## config.mk

```make
export PLATFORM = sky130hd
export DESIGN_NAME = btc_regs
export DESIGN_NICKNAME = d
export VERILOG_FILES = /design/src/hdl/btc_regs.v
export VERILOG_INCLUDE_DIRS = /design/src /design/src/common
export SDC_FILE = /design/constraint.sdc
export NUM_CORES = 1
export LEC_CHECK = 0
export ABC_CLOCK_PERIOD_IN_PS = 3600
export BUFFER_PORTS_ARGS = -buffer_cell sky130_fd_sc_hd__buf_2
export CORE_AREA = 5 5 121 135
export CTS_BUF_LIST = sky130_fd_sc_hd__clkbuf_8
export CTS_CLUSTER_SIZE = 25
export DETAILED_ROUTE_END_ITERATION = 16
export DIE_AREA = 0 0 126 140
export GPL_TIMING_DRIVEN = 0
export PLACE_DENSITY = 0.91
export SLEW_MARGIN = 20
export SYNTH_ARGS = -nofsm -noshare
export SYNTH_HDL_FRONTEND = slang
export SYNTH_SLANG_ARGS = --single-unit
```

## constraint.sdc

```tcl
create_clock -name clk_i -period 3.6 [get_ports clk_i]
set_input_delay 1.08 -clock clk_i [delete_from_list [all_inputs] [get_ports clk_i]]
set_output_delay 1.08 -clock clk_i [all_outputs]
set_load 0.05 [all_outputs]
```

## src/common/btc_defs.vh

```
// register offsets, field positions, reset values and codes of the bridge register bank
`ifndef BTC_DEFS_VH
`define BTC_DEFS_VH

// ----------------------------------------------------------------------
// register byte offsets
// ----------------------------------------------------------------------
`define BTC_OFS_RETRY      8'h78
`define BTC_OFS_MTO        8'h80
`define BTC_OFS_SLOT       8'hb0
`define BTC_OFS_PMCAP      8'hdc
`define BTC_OFS_PMCSR      8'he0
`define BTC_OFS_HSCAP      8'he4
`define BTC_OFS_CTRL       8'hf0
`define BTC_OFS_IRQ_STAT   8'hf4
`define BTC_OFS_IRQ_MASK   8'hf8

// ----------------------------------------------------------------------
// reset values
// ----------------------------------------------------------------------
`define BTC_RETRY_RST      32'h01000000
`define BTC_MTO_RST        16'h8000

// ----------------------------------------------------------------------
// capability codes and links
// ----------------------------------------------------------------------
`define BTC_CAP_PM         8'h01
`define BTC_CAP_SLOT       8'h04
`define BTC_CAP_HS         8'h06
`define BTC_PM_NEXT        8'h0b
`define BTC_SLOT_NEXT_HS   8'hc0
`define BTC_NEXT_END       8'h00
`define BTC_PM_REV         3'h1

// ----------------------------------------------------------------------
// field positions
// ----------------------------------------------------------------------
`define BTC_SLOT_NUM_LSB   16
`define BTC_SLOT_NUM_MSB   20
`define BTC_SLOT_FIRST_BIT 21
`define BTC_CHASSIS_LSB    24
`define BTC_CHASSIS_MSB    31
`define BTC_PM_REV_LSB     16
`define BTC_PM_REV_MSB     18

// ----------------------------------------------------------------------
// power state codes
// ----------------------------------------------------------------------
`define BTC_PS_D0          2'h0
`define BTC_PS_D3          2'h3

// ----------------------------------------------------------------------
// status bit positions (interrupt status and mask)
// ----------------------------------------------------------------------
`define BTC_ST_RETRY       0
`define BTC_ST_PTO         1
`define BTC_ST_STO         2
`define BTC_ST_DWND        3
`define BTC_ST_W           4

// ----------------------------------------------------------------------
// control word bit positions
// ----------------------------------------------------------------------
`define BTC_CT_RETRY_START 0
`define BTC_CT_RETRY_DONE  1
`define BTC_CT_PTO_START   2
`define BTC_CT_STO_START   3

// internal reset pulse length in clocks
`define BTC_CHIP_RST_CYC   4'h8

`endif

```

## src/hdl/btc_regs.v

```verilog
// register bank with retry/master timeout counters and capability list
`timescale 1ns/10ps
`include "btc_defs.vh"

module btc_regs (
  input  wire        clk_i,        // primary bus clock
  input  wire        rst_i,        // synchronous reset, active high
  input  wire [7:0]  wb_adr_i,     // byte address
  input  wire [31:0] wb_dat_i,     // write data
  input  wire [3:0]  wb_sel_i,     // byte enables
  input  wire        wb_we_i,      // write
  input  wire        wb_cyc_i,     // cycle
  input  wire        wb_stb_i,     // strobe
  output reg  [31:0] wb_dat_o,     // read data
  output reg         wb_ack_o,     // acknowledge
  input  wire        hot_swap_enable_strap_i, // strap pin
  input  wire        retry_attempt_i,  // pulse: one delivery attempt made
  input  wire        pri_tick_i,       // primary bus clock tick
  input  wire        sec_tick_i,       // secondary bus clock tick
  output reg         retry_expired_o,  // pulse: retry limit reached
  output reg         pri_timeout_o,    // pulse: primary timeout
  output reg         sec_timeout_o,    // pulse: secondary timeout
  output reg         chip_reset_o,     // internal chip reset, active high
  output reg         primary_system_error_n_o, // system error, active low
  output reg         irq_o             // level interrupt
);

  // --------------------------------------------------------------------
  // input synchronisers
  // --------------------------------------------------------------------
  reg [3:0] s1_q;
  reg [3:0] s2_q;
  reg       pri_prev_q;
  reg       sec_prev_q;
  reg       att_prev_q;
  always @(posedge clk_i) begin
    if (rst_i) begin
      s1_q <= 4'h0;
      s2_q <= 4'h0;
      pri_prev_q <= 1'b0;
      sec_prev_q <= 1'b0;
      att_prev_q <= 1'b0;
    end else begin
      s1_q <= {hot_swap_enable_strap_i, sec_tick_i, pri_tick_i,
               retry_attempt_i};
      s2_q <= s1_q;
      pri_prev_q <= s2_q[1];
      sec_prev_q <= s2_q[2];
      att_prev_q <= s2_q[0];
    end
  end
  wire strap_s   = s2_q[3];
  wire attempt_e = s2_q[0] & ~att_prev_q;
  wire pri_e     = s2_q[1] & ~pri_prev_q;
  wire sec_e     = s2_q[2] & ~sec_prev_q;

  // --------------------------------------------------------------------
  // bus decode
  // --------------------------------------------------------------------
  wire req  = wb_cyc_i & wb_stb_i & ~wb_ack_o;
  wire wr   = req & wb_we_i;
  wire rd   = req & ~wb_we_i;
  wire [31:0] bmask = {{8{wb_sel_i[3]}}, {8{wb_sel_i[2]}},
                       {8{wb_sel_i[1]}}, {8{wb_sel_i[0]}}};
  wire w_retry = wr & (wb_adr_i == `BTC_OFS_RETRY);
  wire w_mto   = wr & (wb_adr_i == `BTC_OFS_MTO);
  wire w_slot  = wr & (wb_adr_i == `BTC_OFS_SLOT);
  wire w_pmcsr = wr & (wb_adr_i == `BTC_OFS_PMCSR);
  wire w_ctrl  = wr & (wb_adr_i == `BTC_OFS_CTRL);
  wire w_mask  = wr & (wb_adr_i == `BTC_OFS_IRQ_MASK);
  wire r_stat  = rd & (wb_adr_i == `BTC_OFS_IRQ_STAT);

  // --------------------------------------------------------------------
  // software registers
  // --------------------------------------------------------------------
  reg [31:0] retry_limit_q;
  reg [15:0] pri_mto_q;
  reg [15:0] sec_mto_q;
  reg [4:0]  slot_num_q;
  reg        first_chassis_q;
  reg [7:0]  chassis_q;
  reg [1:0]  pstate_q;
  reg [`BTC_ST_W-1:0] mask_q;
  reg        d3_to_d0_q;

  wire [31:0] retry_nx  = (retry_limit_q & ~bmask) | (wb_dat_i & bmask);
  wire [31:0] mto_cur   = {sec_mto_q, pri_mto_q};
  wire [31:0] mto_nx    = (mto_cur & ~bmask) | (wb_dat_i & bmask);
  wire [1:0]  ps_wdat   = wb_dat_i[1:0];
  wire ps_legal = (ps_wdat == `BTC_PS_D0) | (ps_wdat == `BTC_PS_D3);
  wire ps_write = w_pmcsr & wb_sel_i[0] & ps_legal;

  always @(posedge clk_i) begin
    if (rst_i || chip_reset_o) begin
      retry_limit_q   <= `BTC_RETRY_RST;
      pri_mto_q       <= `BTC_MTO_RST;
      sec_mto_q       <= `BTC_MTO_RST;
      slot_num_q      <= 5'h00;
      first_chassis_q <= 1'b0;
      chassis_q       <= 8'h00;
      pstate_q        <= `BTC_PS_D0;
      mask_q          <= {`BTC_ST_W{1'b0}};
      d3_to_d0_q      <= 1'b0;
    end else begin
      d3_to_d0_q <= 1'b0;
      if (w_retry)
        retry_limit_q <= retry_nx;
      if (w_mto) begin
        pri_mto_q <= mto_nx[15:0];
        sec_mto_q <= mto_nx[31:16];
      end
      if (w_slot && wb_sel_i[2]) begin
        slot_num_q <= wb_dat_i[`BTC_SLOT_NUM_MSB:`BTC_SLOT_NUM_LSB];
        first_chassis_q <= wb_dat_i[`BTC_SLOT_FIRST_BIT];
      end
      if (w_slot && wb_sel_i[3])
        chassis_q <= wb_dat_i[`BTC_CHASSIS_MSB:`BTC_CHASSIS_LSB];
      // unimplemented codes complete but are dropped
      if (ps_write) begin
        pstate_q <= ps_wdat;
        d3_to_d0_q <= (pstate_q == `BTC_PS_D3) &&
                      (ps_wdat == `BTC_PS_D0);
      end
      if (w_mask && wb_sel_i[0])
        mask_q <= wb_dat_i[`BTC_ST_W-1:0];
    end
  end

  // --------------------------------------------------------------------
  // internal chip reset pulse; secondary bus reset is never driven here
  // --------------------------------------------------------------------
  reg [3:0] crst_cnt_q;
  always @(posedge clk_i) begin
    if (rst_i) begin
      crst_cnt_q   <= 4'h0;
      chip_reset_o <= 1'b0;
    end else begin
      if (d3_to_d0_q) begin
        crst_cnt_q   <= `BTC_CHIP_RST_CYC;
        chip_reset_o <= 1'b1;
      end else if (crst_cnt_q != 4'h0) begin
        crst_cnt_q   <= crst_cnt_q - 4'h1;
        chip_reset_o <= (crst_cnt_q != 4'h1);
      end else begin
        chip_reset_o <= 1'b0;
      end
    end
  end

  // --------------------------------------------------------------------
  // counters: retry attempts and the two master timeouts
  // --------------------------------------------------------------------
  wire ctl_retry_start = w_ctrl & wb_sel_i[0] & wb_dat_i[`BTC_CT_RETRY_START];
  wire ctl_retry_done  = w_ctrl & wb_sel_i[0] & wb_dat_i[`BTC_CT_RETRY_DONE];
  wire ctl_pto_start   = w_ctrl & wb_sel_i[0] & wb_dat_i[`BTC_CT_PTO_START];
  wire ctl_sto_start   = w_ctrl & wb_sel_i[0] & wb_dat_i[`BTC_CT_STO_START];

  reg [31:0] retry_cnt_q;
  reg        retry_run_q;
  reg [15:0] pri_cnt_q;
  reg        pri_run_q;
  reg [15:0] sec_cnt_q;
  reg        sec_run_q;

  always @(posedge clk_i) begin
    if (rst_i || chip_reset_o) begin
      retry_cnt_q <= 32'h00000000;
      retry_run_q <= 1'b0;
      pri_cnt_q <= 16'h0000;
      pri_run_q <= 1'b0;
      sec_cnt_q <= 16'h0000;
      sec_run_q <= 1'b0;
      retry_expired_o <= 1'b0;
      pri_timeout_o <= 1'b0;
      sec_timeout_o <= 1'b0;
    end else begin
      retry_expired_o <= 1'b0;
      pri_timeout_o <= 1'b0;
      sec_timeout_o <= 1'b0;
      if (ctl_retry_start) begin
        retry_cnt_q <= retry_limit_q;
        retry_run_q <= 1'b1;
      end else if (ctl_retry_done) begin
        retry_run_q <= 1'b0;
      end else if (retry_run_q && attempt_e) begin
        if (retry_cnt_q <= 32'h00000001) begin
          retry_run_q <= 1'b0;
          retry_expired_o <= 1'b1;
        end
        retry_cnt_q <= retry_cnt_q - 32'h00000001;
      end
      if (ctl_pto_start) begin
        pri_cnt_q <= pri_mto_q;
        pri_run_q <= 1'b1;
      end else if (pri_run_q && pri_e) begin
        if (pri_cnt_q <= 16'h0001) begin
          pri_run_q <= 1'b0;
          pri_timeout_o <= 1'b1;
        end
        pri_cnt_q <= pri_cnt_q - 16'h0001;
      end
      if (ctl_sto_start) begin
        sec_cnt_q <= sec_mto_q;
        sec_run_q <= 1'b1;
      end else if (sec_run_q && sec_e) begin
        if (sec_cnt_q <= 16'h0001) begin
          sec_run_q <= 1'b0;
          sec_timeout_o <= 1'b1;
        end
        sec_cnt_q <= sec_cnt_q - 16'h0001;
      end
    end
  end

  // --------------------------------------------------------------------
  // sticky status, read-to-clear, mask and interrupt
  // --------------------------------------------------------------------
  reg  [`BTC_ST_W-1:0] stat_q;
  wire [`BTC_ST_W-1:0] ev;
  assign ev[`BTC_ST_RETRY] = retry_expired_o;
  assign ev[`BTC_ST_PTO]   = pri_timeout_o;
  assign ev[`BTC_ST_STO]   = sec_timeout_o;
  // delayed write non-delivery: retry limit hit on a running delayed write
  assign ev[`BTC_ST_DWND]  = retry_expired_o;

  genvar gi;
  generate
    for (gi = 0; gi < `BTC_ST_W; gi = gi + 1) begin : g_stat
      always @(posedge clk_i) begin
        if (rst_i || chip_reset_o)
          stat_q[gi] <= 1'b0;
        else if (ev[gi])
          stat_q[gi] <= 1'b1;               // set wins over read clear
        else if (r_stat)
          stat_q[gi] <= 1'b0;
      end
    end
  endgenerate

  always @(posedge clk_i) begin
    if (rst_i || chip_reset_o) begin
      irq_o <= 1'b0;
      primary_system_error_n_o <= 1'b1;
    end else begin
      irq_o <= |(stat_q & mask_q);
      primary_system_error_n_o <= ~stat_q[`BTC_ST_DWND];
    end
  end

  // --------------------------------------------------------------------
  // read mux
  // --------------------------------------------------------------------
  reg [31:0] rdat;
  always @* begin
    rdat = 32'h00000000;
    case (wb_adr_i)
      `BTC_OFS_RETRY: rdat = retry_limit_q;
      `BTC_OFS_MTO:   rdat = {sec_mto_q, pri_mto_q};
      `BTC_OFS_SLOT: begin
        rdat[7:0]   = `BTC_CAP_SLOT;
        rdat[15:8]  = strap_s ? `BTC_SLOT_NEXT_HS
                              : `BTC_NEXT_END;
        rdat[`BTC_SLOT_NUM_MSB:`BTC_SLOT_NUM_LSB] = slot_num_q;
        rdat[`BTC_SLOT_FIRST_BIT] = first_chassis_q;
        rdat[`BTC_CHASSIS_MSB:`BTC_CHASSIS_LSB] = chassis_q;
        // bits 23:22 stay zero
      end
      `BTC_OFS_PMCAP: begin
        rdat[7:0]   = `BTC_CAP_PM;
        rdat[15:8]  = `BTC_PM_NEXT;
        rdat[`BTC_PM_REV_MSB:`BTC_PM_REV_LSB] = `BTC_PM_REV;
        // bits 31:19 stay zero, and
      end
      `BTC_OFS_PMCSR: rdat[1:0] = pstate_q;  // 15:2 zero
      `BTC_OFS_HSCAP: begin
        rdat[7:0]  = `BTC_CAP_HS;
        rdat[15:8] = `BTC_NEXT_END;
      end
      `BTC_OFS_CTRL: rdat[`BTC_CT_STO_START:0] =
        {sec_run_q, pri_run_q, 1'b0, retry_run_q};
      `BTC_OFS_IRQ_STAT: rdat[`BTC_ST_W-1:0] = stat_q;
      `BTC_OFS_IRQ_MASK: rdat[`BTC_ST_W-1:0] = mask_q;
      default: rdat = 32'h00000000;
    endcase
  end

  // --------------------------------------------------------------------
  // bus answer: one wait state, ack for every address
  // --------------------------------------------------------------------
  always @(posedge clk_i) begin
    if (rst_i) begin
      wb_ack_o <= 1'b0;
      wb_dat_o <= 32'h00000000;
    end else begin
      wb_ack_o <= req;
      wb_dat_o <= rd ? rdat : 32'h00000000;
    end
  end

endmodule

```

==> run metrics <==
status finished, final reports clean; core area 14,800 µm²; Slew Limit Fails 0; non-filler cells, final 1,310; CTS root buf clkbuf_8; RD Place Congestion 0.916; # DRC 0; Yosys warning count 0; endpoints failing setup 0; Worst-Margin Slew 1.08 ns; worst vdd ir 0.383 mV; internal power 3.41 mW; Cells after Synth 974; hold depth 1; Post-synth EDFFs 0; nets 1,159; cts hold-fix bufs 0; Avg WL per Cell 19.2 µm; die height 140 µm; CTS resizes 0; clk sinks 209; Cell Rows 47; placed wire-length estimate 17.9 mm; Setup Skew 0.0110 ns; cell taking the most area after synthesis dfxtp_1; CTS tree yes; post-synthesis sequential area ratio 47.3%; Max Root-Sink Buffers 3; Synth top area share 47.3%; DR iter-0 viols 902; Diodes inserted 0; max frequency 316 MHz; clk_lat worst skew 0.55 ns; fillcell total 1,102; share of layout cells above drive strength 1 13.7%; logic gate share of total power 10.0%; initial antenna violation count 0; Critical Path RT 4.05 ns; min Tclk post-route 3.16 ns; Leak 3.70 nW; initial core utilization 59.7%; # IOs 92; CTS clk-pin slew, worst paths 0.06 ns; crit path DAT 3.61 ns; Hold Vio Cnt, Final 0; Pwr Density 459 nW/µm²; Port Buffers 88; Max-Cap Viols 0; Reg2Reg Depth 6; Crit. End Element flip-flop; H-tree depth 1; drt pass-1 iters 6; Vias per Instance 6.15; vias in the first global route 8,032; # Post-CTS Setup Buffers 0; largest cells by area after synthesis dfxtp_1, mux2i_1, nor2_1; Area growth syn-to-layout 14.3%; async set-or-reset flop fraction in the synthesized netlist 0%; Mapped Nets 1,037; Worst setup SP type input port; grt ovf 0; Die Width 126 µm; area of the multi-input gates 4400 µm²; first-pass GRT wire length 40.5 mm; Finished Cell Area 10,100 µm²; Post-Syn Area per Cell 9.08 µm²; Antenna Violating Nets Remaining 0; RSZ-0062 raised after global routing no; Total GRT Usage 27.6%; Yosys reg bits 209; Slew HR 27.5%; Worst Path Max Fanout 10; Hold Crit Class flip-flop to flip-flop; Switching Share 26.4%; number of library cell types mapped by synthesis 52; Reg area 4180 µm²; class of the most critical setup path input port to flip-flop; Main synth FF type dfxtp_1; DP Cell Count 1,259; Mapped Area 8840 µm²; Seq pwr share 51.0%; Total Wirelength 25.2 mm; die area 17,600 µm²; Min Hold Slack 0.439 ns; NetSw 1.22 mW; crit share post-route 87.8%; DP Area 9540 µm²; pin count of the biggest net entering global routing 15; TritonCTS buffer count 31; DR vias 8,058; Clock power frac 39.0%
-- placed cells by master, fill, tap and decap left out, drive strengths merged, types with 12 or more instances in the layout --
cell type and count:
a21oi 53, dfxtp 209, a22oi 12, a222oi 15, nor3 24, clkbuf 83, mux2i 84, nor2 192
nand2 44, inv 26, buf 96, nor4 21, a211oi 21, xor2 18, o21ai 43, nor2b 13
nand3 14, xnor2 42
-- through the flow --
stage	setup WS, ns	power [mW]	utilization (%)	TNS (ns)
floorplan	0.669	2.69	-	0
global placement	-0.225	2.85	64.3	-1.90
detailed placement	0.0849	2.86	64.4	0
CTS	0.617	4.62	68.2	0
global route	0.459	4.78	68.2	0
finish	0.438	4.64	68.2	0
-- area by class of cell --
cell class | instances | share of cell area [%]
well taps | 196 | 2.43
clock inverters | 16 | 0.867
flip-flops and latches | 209 | 41.4
plain buffers | 55 | 2.13
repair buffers | 89 | 4.41
inverters | 12 | 0.446
multi-input cells | 698 | 43.6
clock buffers | 35 | 4.77
-- power groups by stage --
stage,combinational (mW),sequential (mW),clock [mW]
floorplan,0.266,2.43,0
global placement,0.436,2.42,0
detailed placement,0.447,2.42,0
CTS,0.452,2.37,1.80
global route,0.505,2.37,1.91
finish,0.463,2.37,1.81
-- kinds of logic after synthesis --
logic type	after synthesis	synth area share, %
adder cells (fa/ha/maj)	10	1.42
flip-flops	209	47.3
XOR/XNOR	60	5.94
multiplexers	84	9.51
AO/OA/AOI/OAI	167	12.1
AND/OR/NAND/NOR	377	20.8
buffers and inverters	67	2.94
-- final timing paths --
check,start,endpoint,slack [ns]
max,wb_adr_i[3],wb_dat_o[1]$_SDFF_PP0_,0.44
min,s1_q[2]$_SDFF_PP0_,s2_q[2]$_SDFF_PP0_,0.44
max reg2reg,retry_cnt_q[6]$_SDFFE_PP0P_,retry_cnt_q[29]$_SDFFE_PP0P_,1.02
min reg2reg,s1_q[2]$_SDFF_PP0_,s2_q[2]$_SDFF_PP0_,0.44
-- metal layers --
layer / global-route usage [%] / wire (µm) / part of all wire (%)
met5: 0 / 0 / 0
met4: 14.0 / 1190 / 4.7
met1: 35.1 / 9600 / 38
met3: 5.06 / 2580 / 10
met2: 45.0 / 11800 / 47
-- critical path: stages --
cell,delay (ns)
clkbuf_1,0.22
or2_1,0.30
nor4_1,0.45
and2_1,0.21
clkbuf_1,0.31
clkbuf_1,0.57
a22oi_1,0.16
a31oi_1,0.31
-- synthesized netlist by cell type, types with 3 or more instances --
library cell,n
dfxtp_1,209
nor2_1,186
mux2i_1,84
a21oi_1,53
clkbuf_1,48
nand2_1,44
o21ai_0,42
xnor2_1,42
nor3_1,23
a211oi_1,21
nor4_1,19
xor2_1,18
a222oi_1,15
nand3_1,14
nor2b_1,13
a22oi_1,12
inv_1,12
ha_1,10
and3_1,8
nand4b_1,8
or3_1,8
buf_2,7
nand4_1,7
or4_1,7
a221oi_1,6
nand3b_1,6
nor2_2,6
nand2b_1,5
o22ai_1,4
and2_1,3
or2_1,3
or2_2,3
or4_4,3
No activity file was read; power rests on OpenSTA's default activity.
